File: src/rtl/ddc_pkg.sv
// Package: register map, field layout, reset values and timing for ddc
package ddc_pkg;
  // -----------------------------------------------------------------
  // Register word offsets and byte addresses
  // -----------------------------------------------------------------
  localparam logic [7:0] DDC_OFF_SETUP_TWO = 8'ha8;
  localparam logic [7:0] DDC_OFF_PERI_SETUP = 8'haa;
  localparam logic [7:0] DDC_IDX_PERI_SETUP = 8'haa;
  localparam logic [9:0] DDC_ADR_SETUP_TWO = 10'h2a0;
  localparam logic [9:0] DDC_ADR_PERI_SETUP = 10'h2a8;
  localparam logic [9:0] DDC_ADR_IRQ_STAT = 10'h300;
  localparam logic [9:0] DDC_ADR_IRQ_MASK = 10'h304;
  localparam logic [9:0] DDC_ADR_TICKLE = 10'h308;
  localparam logic [9:0] DDC_ADR_STATUS = 10'h30c;
  // -----------------------------------------------------------------
  // Reset values and writable masks
  // -----------------------------------------------------------------
  localparam logic [31:0] DDC_RST_SETUP_TWO = 32'h0000_0000;
  localparam logic [31:0] DDC_RST_PERI_SETUP = 32'h4000_0000;
  localparam logic [31:0] DDC_WMASK_SETUP_TWO = 32'h7fff_ffff;
  localparam logic [31:0] DDC_WMASK_PERI_SETUP = 32'h43e0_0000;
  // -----------------------------------------------------------------
  // Field positions, second setup word
  // -----------------------------------------------------------------
  localparam int DDC_MAXF_HI = 30;
  localparam int DDC_MAXF_LO = 16;
  localparam int DDC_SLEEP_HI = 15;
  localparam int DDC_SLEEP_LO = 14;
  localparam int DDC_AUTO_CUR = 13;
  localparam int DDC_AUTO_VOLT = 12;
  localparam int DDC_LP_SEL = 11;
  localparam int DDC_CLKSRC_HI = 10;
  localparam int DDC_CLKSRC_LO = 9;
  localparam int DDC_OCLK_EN = 8;
  localparam int DDC_OCLK_RATE_HI = 7;
  localparam int DDC_OCLK_RATE_LO = 5;
  localparam int DDC_WD_EN = 4;
  localparam int DDC_WD_INT_HI = 3;
  localparam int DDC_WD_INT_LO = 2;
  localparam int DDC_WD_SRC = 1;
  localparam int DDC_WD_RESP = 0;
  // Peripheral setup word
  localparam int DDC_DITHER_DIS = 30;
  localparam int DDC_ILIM_HI = 25;
  localparam int DDC_ILIM_LO = 22;
  localparam int DDC_ILIM_EN = 21;
  // Clock source codes
  localparam logic [1:0] DDC_CLKSRC_INT = 2'h0;
  localparam logic [1:0] DDC_CLKSRC_EXT = 2'h3;
  // Interrupt bits
  localparam int DDC_IRQ_WD = 0;
  localparam int DDC_IRQ_SLEEP = 1;
  localparam int DDC_IRQ_W = 2;
  // -----------------------------------------------------------------
  // Timing
  // -----------------------------------------------------------------
  localparam longint DDC_CLK_HZ = 125_000_000;
  localparam longint DDC_SLEEP_US0 = 50;
  localparam longint DDC_SLEEP_US1 = 200;
  localparam longint DDC_SLEEP_MS2 = 20;
  localparam longint DDC_SLEEP_MS3 = 200;
  localparam longint DDC_SLEEP_CYC0 = DDC_SLEEP_US0 * DDC_CLK_HZ / 1_000_000;
  localparam longint DDC_SLEEP_CYC1 = DDC_SLEEP_US1 * DDC_CLK_HZ / 1_000_000;
  localparam longint DDC_SLEEP_CYC2 = DDC_SLEEP_MS2 * DDC_CLK_HZ / 1_000;
  localparam longint DDC_SLEEP_CYC3 = DDC_SLEEP_MS3 * DDC_CLK_HZ / 1_000;
  localparam longint DDC_WDP_MS0 = 100;
  localparam longint DDC_WDP_MS1 = 200;
  localparam longint DDC_WDP_MS2 = 500;
  localparam longint DDC_WDP_MS3 = 1000;
  localparam longint DDC_WDB_S0 = 1;
  localparam longint DDC_WDB_S1 = 2;
  localparam longint DDC_WDB_S2 = 3;
  localparam longint DDC_WDB_S3 = 10;
  localparam longint DDC_WDP_CYC0 = DDC_WDP_MS0 * DDC_CLK_HZ / 1_000;
  localparam longint DDC_WDB_CYC0 = DDC_WDB_S0 * DDC_CLK_HZ;
  // Outside clock rate at code 0, doubling per code
  localparam int DDC_OCLK_BASE_KHZ = 8;
  // Duty result width (fraction of full scale)
  localparam int DDC_DUTY_W = 16;
  localparam logic [DDC_DUTY_W-1:0] DDC_DUTY_FULL = 16'hffff;
endpackage

File: src/rtl/ddc_regs.sv
// Configuration register bank for a sensorless motor drive, Wishbone slave
//
// Local design decision: the Wishbone register port.
`timescale 1ns/1ns
module ddc_regs
  import ddc_pkg::*;
#(
  parameter longint SLEEP_CYC2 = DDC_SLEEP_CYC2,
  parameter longint SLEEP_CYC3 = DDC_SLEEP_CYC3,
  parameter longint WD_PIN_CYC0 = DDC_WDP_CYC0,
  parameter longint WD_BUS_CYC0 = DDC_WDB_CYC0,
  parameter int FREQ_W = 15
) (
  input wire logic ref_clk_i,
  input wire logic rst_n_i,
  // Wishbone slave
  input wire logic wb_cyc_i,
  input wire logic wb_stb_i,
  input wire logic wb_we_i,
  input wire logic [9:0] wb_adr_i,
  input wire logic [3:0] wb_sel_i,
  input wire logic [31:0] wb_dat_i,
  output logic [31:0] wb_dat_o,
  output logic wb_ack_o,
  // Speed input, tickle pin and measured frequency
  input wire logic speed_low_i,
  input wire logic wd_pin_i,
  input wire logic [FREQ_W-1:0] meas_freq_i,
  // Control outputs
  output logic [DDC_DUTY_W-1:0] freq_duty_o,
  output logic sleep_req_o,
  output logic standby_req_o,
  output logic auto_current_amp_gain_o,
  output logic auto_volt_meas_gain_o,
  output logic ext_clk_sel_o,
  output logic outside_clock_enable_o,
  output logic [10:0] outside_clock_khz_o,
  output logic clock_dithering_o,
  output logic [12:0] bus_ilim_ma_o,
  output logic bus_ilim_en_o,
  output logic wd_fault_o,
  output logic power_hiz_o,
  output logic irq_o
);

  // ---------------------------------------------------------------
  // Registers
  // ---------------------------------------------------------------
  logic [31:0] setup_two_r; // Second setup word
  logic [31:0] peri_setup_r; // Peripheral setup word
  logic [DDC_IRQ_W-1:0] irq_stat_r; // Sticky event bits
  logic [DDC_IRQ_W-1:0] irq_mask_r; // Event enables
  logic wd_latch_r; // Latched watchdog fault (Hi-Z)
  logic [31:0] bus_rd; // Read mux
  logic acc; // Access this cycle
  logic wr; // Write strobe
  logic bus_tickle; // Bus tickle strobe
  assign acc = wb_cyc_i & wb_stb_i & ~wb_ack_o;
  assign wr = acc & wb_we_i;
  assign bus_tickle = wr & (wb_adr_i == DDC_ADR_TICKLE);
  // Merge write data under byte enables
  function automatic logic [31:0] merge(input logic [31:0] old,
                                        input logic [31:0] msk);
    logic [31:0] res;
    res = old;
    for (int b = 0; b < 4; b++) begin
      if (wb_sel_i[b]) begin
        res[b*8 +: 8] = wb_dat_i[b*8 +: 8];
      end
    end
    return (res & msk) | (old & ~msk);
  endfunction
  // ---------------------------------------------------------------
  // Pin synchronisers (three flops, change on second/third agree)
  // ---------------------------------------------------------------
  logic [2:0] spd_s_r;
  logic [2:0] wdp_s_r;
  logic spd_low_r; // Filtered speed-low level
  logic wdp_r; // Filtered tickle pin level
  logic wdp_d_r; // Previous filtered tickle level
  // Shift pins into synchronisers
  always_ff @(posedge ref_clk_i) begin
    if (!rst_n_i) begin
      spd_s_r <= 3'h0;
      wdp_s_r <= 3'h0;
    end else begin
      spd_s_r <= {spd_s_r[1:0], speed_low_i};
      wdp_s_r <= {wdp_s_r[1:0], wd_pin_i};
    end
  end
  // Accept a change once stages two and three agree
  always_ff @(posedge ref_clk_i) begin
    if (!rst_n_i) begin
      spd_low_r <= 1'b0;
      wdp_r <= 1'b0;
      wdp_d_r <= 1'b0;
    end else begin
      if (spd_s_r[1] == spd_s_r[2]) begin
        spd_low_r <= spd_s_r[2];
      end
      if (wdp_s_r[1] == wdp_s_r[2]) begin
        wdp_r <= wdp_s_r[2];
      end
      wdp_d_r <= wdp_r;
    end
  end
  // ---------------------------------------------------------------
  // Wishbone register access
  // ---------------------------------------------------------------
  // Acknowledge one cycle after the request, drop the next cycle
  always_ff @(posedge ref_clk_i) begin
    if (!rst_n_i) begin
      wb_ack_o <= 1'b0;
      wb_dat_o <= 32'h0000_0000;
    end else begin
      wb_ack_o <= acc;
      wb_dat_o <= acc ? bus_rd : 32'h0000_0000;
    end
  end
  // Setup words, reserved bits kept at zero
  always_ff @(posedge ref_clk_i) begin
    if (!rst_n_i) begin
      setup_two_r <= DDC_RST_SETUP_TWO;
      peri_setup_r <= DDC_RST_PERI_SETUP;
    end else if (wr) begin
      if (wb_adr_i == DDC_ADR_SETUP_TWO) begin
        setup_two_r <= merge(setup_two_r, DDC_WMASK_SETUP_TWO);
      end
      if (wb_adr_i == DDC_ADR_PERI_SETUP) begin
        peri_setup_r <= merge(peri_setup_r, DDC_WMASK_PERI_SETUP);
      end
    end
  end
  // Read mux; unmapped addresses read zero
  always_comb begin
    unique case (wb_adr_i)
      DDC_ADR_SETUP_TWO: bus_rd = setup_two_r;
      DDC_ADR_PERI_SETUP: bus_rd = peri_setup_r;
      DDC_ADR_IRQ_STAT: bus_rd = {30'h0, irq_stat_r};
      DDC_ADR_IRQ_MASK: bus_rd = {30'h0, irq_mask_r};
      DDC_ADR_STATUS: bus_rd = {30'h0, wd_latch_r, sleep_req_o};
      default: bus_rd = 32'h0000_0000;
    endcase
  end
  // ---------------------------------------------------------------
  // Field decode
  // ---------------------------------------------------------------
  logic [1:0] sleep_code;
  logic [1:0] wd_code;
  logic wd_en;
  logic wd_src;
  assign sleep_code = setup_two_r[DDC_SLEEP_HI:DDC_SLEEP_LO];
  assign wd_code = setup_two_r[DDC_WD_INT_HI:DDC_WD_INT_LO];
  assign wd_en = setup_two_r[DDC_WD_EN];
  assign wd_src = setup_two_r[DDC_WD_SRC];
  // Sleep entry time in cycles for the selected code
  logic [31:0] sleep_lim;
  always_comb begin
    unique case (sleep_code)
      2'h0: sleep_lim = 32'(DDC_SLEEP_CYC0);
      2'h1: sleep_lim = 32'(DDC_SLEEP_CYC1);
      2'h2: sleep_lim = 32'(SLEEP_CYC2);
      2'h3: sleep_lim = 32'(SLEEP_CYC3);
    endcase
  end
  // Watchdog interval: pin scale or bus scale (1,2,3,10 s)
  logic [31:0] wd_lim;
  always_comb begin
    unique case ({wd_src, wd_code})
      3'h4: wd_lim = 32'(WD_PIN_CYC0);
      3'h5: wd_lim = 32'(WD_PIN_CYC0 * DDC_WDP_MS1 / DDC_WDP_MS0);
      3'h6: wd_lim = 32'(WD_PIN_CYC0 * DDC_WDP_MS2 / DDC_WDP_MS0);
      3'h7: wd_lim = 32'(WD_PIN_CYC0 * DDC_WDP_MS3 / DDC_WDP_MS0);
      3'h0: wd_lim = 32'(WD_BUS_CYC0);
      3'h1: wd_lim = 32'(WD_BUS_CYC0 * DDC_WDB_S1 / DDC_WDB_S0);
      3'h2: wd_lim = 32'(WD_BUS_CYC0 * DDC_WDB_S2 / DDC_WDB_S0);
      3'h3: wd_lim = 32'(WD_BUS_CYC0 * DDC_WDB_S3 / DDC_WDB_S0);
    endcase
  end
  // ---------------------------------------------------------------
  // Sleep entry timer
  // ---------------------------------------------------------------
  logic [31:0] low_cnt_r; // Cycles speed has stayed low
  logic lp_hit; // Low-power entry event
  assign lp_hit = spd_low_r & (low_cnt_r >= sleep_lim - 32'h1) &
                  ~(sleep_req_o | standby_req_o);
  // Count continuous low time, restart on any high
  always_ff @(posedge ref_clk_i) begin
    if (!rst_n_i) begin
      low_cnt_r <= 32'h0;
    end else if (!spd_low_r) begin
      low_cnt_r <= 32'h0;
    end else if (low_cnt_r < sleep_lim) begin
      low_cnt_r <= low_cnt_r + 32'h1;
    end
  end
  // Enter sleep or standby as selected; leave when speed rises
  always_ff @(posedge ref_clk_i) begin
    if (!rst_n_i) begin
      sleep_req_o <= 1'b0;
      standby_req_o <= 1'b0;
    end else if (!spd_low_r) begin
      sleep_req_o <= 1'b0;
      standby_req_o <= 1'b0;
    end else if (lp_hit) begin
      sleep_req_o <= setup_two_r[DDC_LP_SEL];
      standby_req_o <= ~setup_two_r[DDC_LP_SEL];
    end
  end
  // ---------------------------------------------------------------
  // Host watchdog
  // ---------------------------------------------------------------
  logic [31:0] wd_cnt_r; // Cycles since last tickle
  logic tickle; // Valid tickle from selected source
  logic wd_exp; // Interval elapsed
  assign tickle = wd_src ? (wdp_r & ~wdp_d_r) : bus_tickle;
  assign wd_exp = wd_en & ~tickle & (wd_cnt_r >= wd_lim - 32'h1);
  // Restart on tickle, hold at zero while disabled
  always_ff @(posedge ref_clk_i) begin
    if (!rst_n_i) begin
      wd_cnt_r <= 32'h0;
    end else if (!wd_en || tickle || wd_exp) begin
      wd_cnt_r <= 32'h0;
    end else begin
      wd_cnt_r <= wd_cnt_r + 32'h1;
    end
  end
  // Latch fault and Hi-Z only in latch mode; cleared by reset
  always_ff @(posedge ref_clk_i) begin
    if (!rst_n_i) begin
      wd_latch_r <= 1'b0;
    end else if (wd_exp && setup_two_r[DDC_WD_RESP]) begin
      wd_latch_r <= 1'b1;
    end
  end

  // ---------------------------------------------------------------
  // Interrupts: sticky status, write one to clear, set wins
  // ---------------------------------------------------------------
  logic [DDC_IRQ_W-1:0] ev;
  logic [DDC_IRQ_W-1:0] clr;
  assign ev = {lp_hit, wd_exp};
  assign clr = (wr && wb_adr_i == DDC_ADR_IRQ_STAT && wb_sel_i[0]) ?
               wb_dat_i[DDC_IRQ_W-1:0] : '0;

  // Status bits
  always_ff @(posedge ref_clk_i) begin
    if (!rst_n_i) begin
      irq_stat_r <= '0;
    end else begin
      irq_stat_r <= (irq_stat_r & ~clr) | ev;
    end
  end

  // Mask register
  always_ff @(posedge ref_clk_i) begin
    if (!rst_n_i) begin
      irq_mask_r <= '0;
    end else if (wr && wb_adr_i == DDC_ADR_IRQ_MASK && wb_sel_i[0]) begin
      irq_mask_r <= wb_dat_i[DDC_IRQ_W-1:0];
    end
  end

  // ---------------------------------------------------------------
  // Derived control outputs
  // ---------------------------------------------------------------
  logic [FREQ_W-1:0] maxf;
  logic [FREQ_W+DDC_DUTY_W-1:0] num;
  logic [FREQ_W+DDC_DUTY_W-1:0] quo;
  assign maxf = setup_two_r[DDC_MAXF_HI:DDC_MAXF_LO];
  assign num = {meas_freq_i, DDC_DUTY_W'(0)};
  assign quo = (maxf == '0) ? '0 : num / (FREQ_W+DDC_DUTY_W)'(maxf);

  // Current limit in mA per code
  function automatic logic [12:0] ilim_ma(input logic [3:0] c);
    logic [12:0] t [16];
    t = '{13'd78, 13'd156, 13'd312, 13'd625, 13'd937, 13'd1250,
          13'd1562, 13'd1875, 13'd2187, 13'd2500, 13'd2812, 13'd3125,
          13'd3437, 13'd3750, 13'd4375, 13'd5000};
    return t[c];
  endfunction

  // Register every control output
  always_ff @(posedge ref_clk_i) begin
    if (!rst_n_i) begin
      freq_duty_o <= '0;
      auto_current_amp_gain_o <= 1'b0;
      auto_volt_meas_gain_o <= 1'b0;
      ext_clk_sel_o <= 1'b0;
      outside_clock_enable_o <= 1'b0;
      outside_clock_khz_o <= 11'h0;
      clock_dithering_o <= 1'b0;
      bus_ilim_ma_o <= 13'h0;
      bus_ilim_en_o <= 1'b0;
      wd_fault_o <= 1'b0;
      power_hiz_o <= 1'b0;
      irq_o <= 1'b0;
    end else begin
      // Saturate at full command
      freq_duty_o <= (|quo[FREQ_W+DDC_DUTY_W-1:DDC_DUTY_W]) ?
                     DDC_DUTY_FULL : quo[DDC_DUTY_W-1:0];
      auto_current_amp_gain_o <= setup_two_r[DDC_AUTO_CUR];
      auto_volt_meas_gain_o <= setup_two_r[DDC_AUTO_VOLT];
      ext_clk_sel_o <= setup_two_r[DDC_CLKSRC_HI:DDC_CLKSRC_LO]
                       == DDC_CLKSRC_EXT;
      outside_clock_enable_o <= setup_two_r[DDC_OCLK_EN];
      outside_clock_khz_o <= 11'(DDC_OCLK_BASE_KHZ) <<
        setup_two_r[DDC_OCLK_RATE_HI:DDC_OCLK_RATE_LO];
      clock_dithering_o <= ~peri_setup_r[DDC_DITHER_DIS];
      bus_ilim_ma_o <=
        ilim_ma(peri_setup_r[DDC_ILIM_HI:DDC_ILIM_LO]);
      bus_ilim_en_o <= peri_setup_r[DDC_ILIM_EN];
      wd_fault_o <= irq_stat_r[DDC_IRQ_WD] | wd_latch_r;
      power_hiz_o <= wd_latch_r;
      irq_o <= |(irq_stat_r & irq_mask_r);
    end
  end

  // ---------------------------------------------------------------
  // Checks
  // ---------------------------------------------------------------
  AST_HIZ_ONLY_LATCH: assert property (@(posedge ref_clk_i)
    disable iff (!rst_n_i) wd_exp && !setup_two_r[DDC_WD_RESP] &&
    !wd_latch_r |=> !wd_latch_r)
    else $error("Hi-Z latched in report mode");
  AST_HIZ_FOLLOWS: assert property (@(posedge ref_clk_i)
    disable iff (!rst_n_i) wd_exp && setup_two_r[DDC_WD_RESP]
    |=> ##1 power_hiz_o)
    else $error("Hi-Z not set after latched fault");
  AST_WD_RESTART: assert property (@(posedge ref_clk_i)
    disable iff (!rst_n_i) tickle && wd_en |=> wd_cnt_r == 32'h0)
    else $error("Tickle did not restart watchdog");
  AST_WD_OFF: assert property (@(posedge ref_clk_i)
    disable iff (!rst_n_i) !wd_en |=> wd_cnt_r == 32'h0 &&
    !$rose(irq_stat_r[DDC_IRQ_WD]))
    else $error("Watchdog ran while disabled");
  AST_SLEEP_SEL: assert property (@(posedge ref_clk_i)
    disable iff (!rst_n_i) lp_hit |=> sleep_req_o ==
    $past(setup_two_r[DDC_LP_SEL]) && standby_req_o != sleep_req_o)
    else $error("Wrong low-power state entered");
  AST_SLEEP_CLR: assert property (@(posedge ref_clk_i)
    disable iff (!rst_n_i) !spd_low_r |=> !sleep_req_o && !standby_req_o)
    else $error("Low-power held with speed high");
  AST_DITHER: assert property (@(posedge ref_clk_i)
    disable iff (!rst_n_i) $rose(rst_n_i) |-> ##1 !clock_dithering_o)
    else $error("Dithering enabled out of reset");
  AST_ILIM_EN: assert property (@(posedge ref_clk_i)
    disable iff (!rst_n_i) ##1 bus_ilim_en_o ==
    $past(peri_setup_r[DDC_ILIM_EN]))
    else $error("Limit enable does not follow register");
  AST_ACK_DROP: assert property (@(posedge ref_clk_i)
    disable iff (!rst_n_i) wb_ack_o |=> !wb_ack_o)
    else $error("Ack held two cycles");
endmodule

File: config.mk
export PLATFORM = sky130hd
export DESIGN_NAME = ddc_regs
export DESIGN_NICKNAME = d
export VERILOG_FILES = /design/src/rtl/ddc_pkg.sv /design/src/rtl/ddc_regs.sv
export SDC_FILE = /design/constraint.sdc
export NUM_CORES = 2
export LEC_CHECK = 0
export BUFFER_PORTS_ARGS = -buffer_cell sky130_fd_sc_hd__buf_2
export CORE_MARGIN = 4
export CORE_UTILIZATION = 60
export CTS_BUF_LIST = sky130_fd_sc_hd__clkbuf_4
export DETAILED_ROUTE_END_ITERATION = 7
export GPL_ROUTABILITY_DRIVEN = 0
export PLACE_DENSITY = 0.81
export SYNTH_ARGS = -nofsm -noshare
export SYNTH_HDL_FRONTEND = slang
export SYNTH_SLANG_ARGS = --single-unit
File: constraint.sdc
create_clock -name ref_clk_i -period 253.1 [get_ports ref_clk_i]
set_clock_uncertainty 0.2 [all_clocks]
set_input_delay 37.965 -clock ref_clk_i [delete_from_list [all_inputs] [get_ports ref_clk_i]]
set_output_delay 37.965 -clock ref_clk_i [all_outputs]
set_load 0.02 [all_outputs]
==> metrics.csv <==
metric,value,unit
CP max-delay cell,or4_1,
dpl cell area,34300,µm²
final instance area,35100,µm²
Post-synth EDFFs,0,
"Reg clk slew, reported paths",70,ps
CP Max Fanout,35,
CTS resizes,0,
total grt overflow,0,
DR WL/cell,17.0,µm
Initial Utilization,60.9,%
CP dominant cell by count,o21ai_0,
Mapped Cells,4401,
IO buf count,146,
pin count of the biggest net entering global routing,84,
ys flop type,dfxtp_1,
"top cells by area, synth","ha_1 17%, dfxtp_1 13%, a21oi_1 5.4%",
worst skew pair latency,810,ps
Area Growth Syn to Fin,6.59,%
die width,242,µm
Fmax achieved,7.71,MHz
hold_buf cts,0,
Setup crit start kind,input port,
Detail Route Antenna Nets,0,
vias in the first global route,30700,
pre-CTS WS,124440,ps
post-DP HPWL,68400,µm
Unique masters post-synth,133,
maxcap violations,0,
outcome,"finished, final reports clean",
Max stage delay on crit path,750,ps
DR pass1 iterations,8,
WS Path Type,input port to register,
Worst R2R Start,setup_two_r[27],
Tot GR Track Use,28.9,%
data required time of the worst path,253560,ps
Synth async-reset ratio,0,%
worst-margin pin slew,1150,ps
Die Ht,242,µm
FILL cells,4773,
register area,4410,µm²
critical path launch point,meas_freq_i[14],
Slew Limit Fails,0,
TritonCTS clock tree,built,
syn avg cell area,7.48,µm²
nets@finish,5018,
TritonCTS buffer count,56,
unrepaired setup endpoints after global routing,false,
R2R depth,415,
Post-CTS Setup Inserts,0,
largest buffer count on any clock path,3,
Min-Delay Path Class,register to register,
Core Box Area,54000,µm²
worst setup path endpoint,freq_duty_o[0],
setup ws final,123400,ps
Worst Setup End Kind,register,
multi-input logic area,27400,µm²
# DRC,0,
I/O pins,152,
minimum clock period,129700,ps
Syn. warnings,0,
initial antenna violation count,9,
DR vias,32900,
Final Hold Fails,0,
number of DRC markers in iteration 0,2475,
Reg2Reg Capture Point,freq_duty_o[0],
leading area contributor after synthesis,ha_1,
Core Rows,85,
#FFs+latches synth,220,
first-pass GRT wire length,147000,µm
Die ar.,58700,µm²
share of cells above drive strength 1,10.6,%
total wire length,89200,µm
CP Data Arrival Time,130170,ps
Clock Tree Root,clkbuf_4,
period utilisation layout,51.2,%
Netlist Area Pre-Place,32900,µm²
Synth top area share,16.7,%
Clock Sinks,220,
register area share after synthesis,13.4,%
setup TNS,0,ps
headroom to the max-slew limit,23.7,%
H-tree lvl count,2,
R2R Setup Slk,159270,ps
final setup fails,0,
Via density,6.26,
## area by class of cell
class                   count  share of cell area [%]
diodes                      9                  0.0642
clock buffers              78                    1.67
clock inverters            26                   0.581
inverters                 165                    1.77
multi-input cells        3880                    77.9
flip-flops and latches    220                    12.6
well taps                 696                    2.48
repair buffers            186                    2.94
## metal layers
metal | vias up | global-route usage [%] | wire length [µm]
met5 | - | 0 | 22
met1 | 15200 | 38.8 | 40800
met4 | 4 | 10.1 | 3150
met3 | 231 | 3.23 | 5460
li1 | 16500 | - | -
met2 | 995 | 48.1 | 39700
## sequential cells by signal, indices dropped and copies added, names as in the netlist, 6 cells and up
| signal | cells |
|---|---|
| wd_cnt_r | 32 |
| wd_lim | 25 |
| setup_two_r | 31 |
| low_cnt_r | 32 |
| freq_duty_o | 16 |
| outside_clock_khz_o | 8 |
| wb_dat_o | 31 |
| bus_ilim_ma_o | 13 |
| peri_setup_r | 6 |
## how the worst min path moves through the flow
stage,from,depth (start not counted),end,slack (ps)
2_1_floorplan,spd_s_r[0],1,spd_s_r[1],210
3_3_place_gp,wdp_s_r[0],1,wdp_s_r[1],220
3_5_place_dp,wdp_s_r[0],1,wdp_s_r[1],220
4_1_cts,wdp_s_r[1],1,wdp_s_r[2],230
5_1_grt,setup_two_r[9],1,ext_clk_sel_o,240
6_report,setup_two_r[9],1,ext_clk_sel_o,240
## layout by cell type (no fill, tap or decap), types with 62 or more instances in the layout
cell	count
nand2_1	344
o21a_1	102
inv_1	160
and2_1	63
mux2i_1	72
nand2b_1	97
a21oi_1	356
and3_1	78
o21ai_0	247
xor2_1	130
nor2b_1	98
dfxtp_1	219
clkbuf_4	78
nand4_1	62
xnor2_1	174
nor2_1	410
nor3_1	123
ha_1	440
a21o_1	157
mux2_2	66
nand3_1	127
buf_2	146
## synth_stat cells (all sizes together) (15+ instances only)
cell	number
ha	440
nor2	422
a21oi	358
nand2	347
o21ai	276
dfxtp	220
xnor2	174
inv	162
a21o	157
xor2	130
nand3	129
nor3	127
clkbuf	112
o21a	102
nor2b	99
nand2b	97
and3	79
mux2	73
mux2i	73
and2	65
nand4	65
o31ai	59
or3	48
or2	47
o211ai	44
o21bai	39
a31oi	36
a211oi	34
buf	30
a21boi	27
nor4	26
and4	20
or4	20
o211a	15
## worst max-delay path: cells and delay by family
kind,cells,cell delay [ps]
AND/OR/NAND/NOR,112,24180
AO/OA/AOI/OAI,248,51180
multiplexers,6,2260
buffers and inverters,16,4050
adder cells (fa/ha/maj),31,10170
## kinds of logic after synthesis
kind of cell,Yosys count,share of synthesized area [%]
buffers and inverters,307,3.68
and+or+nand+nor,1629,25.3
DFF,220,13.4
adders and majority gates,441,16.8
other,2,0.0228
AOI/OAI and AO/OA,1351,28.0
xor gates and xnor gates,305,8.16
muxes,146,4.77
## stage by stage
stage | util, % | instances | hold WS (ps)
after floorplan | - | 4407 | 212
after global placement | 63.4 | 5147 | 219
after detailed placement | 63.4 | 5147 | 221
after CTS | 64.9 | 5251 | 228
after global routing | 64.9 | 5257 | 244
final | 64.9 | 5260 | 242
Power is not shown: default switching activity piles up to over one toggle a cycle in this logic, so the estimate is an artifact.
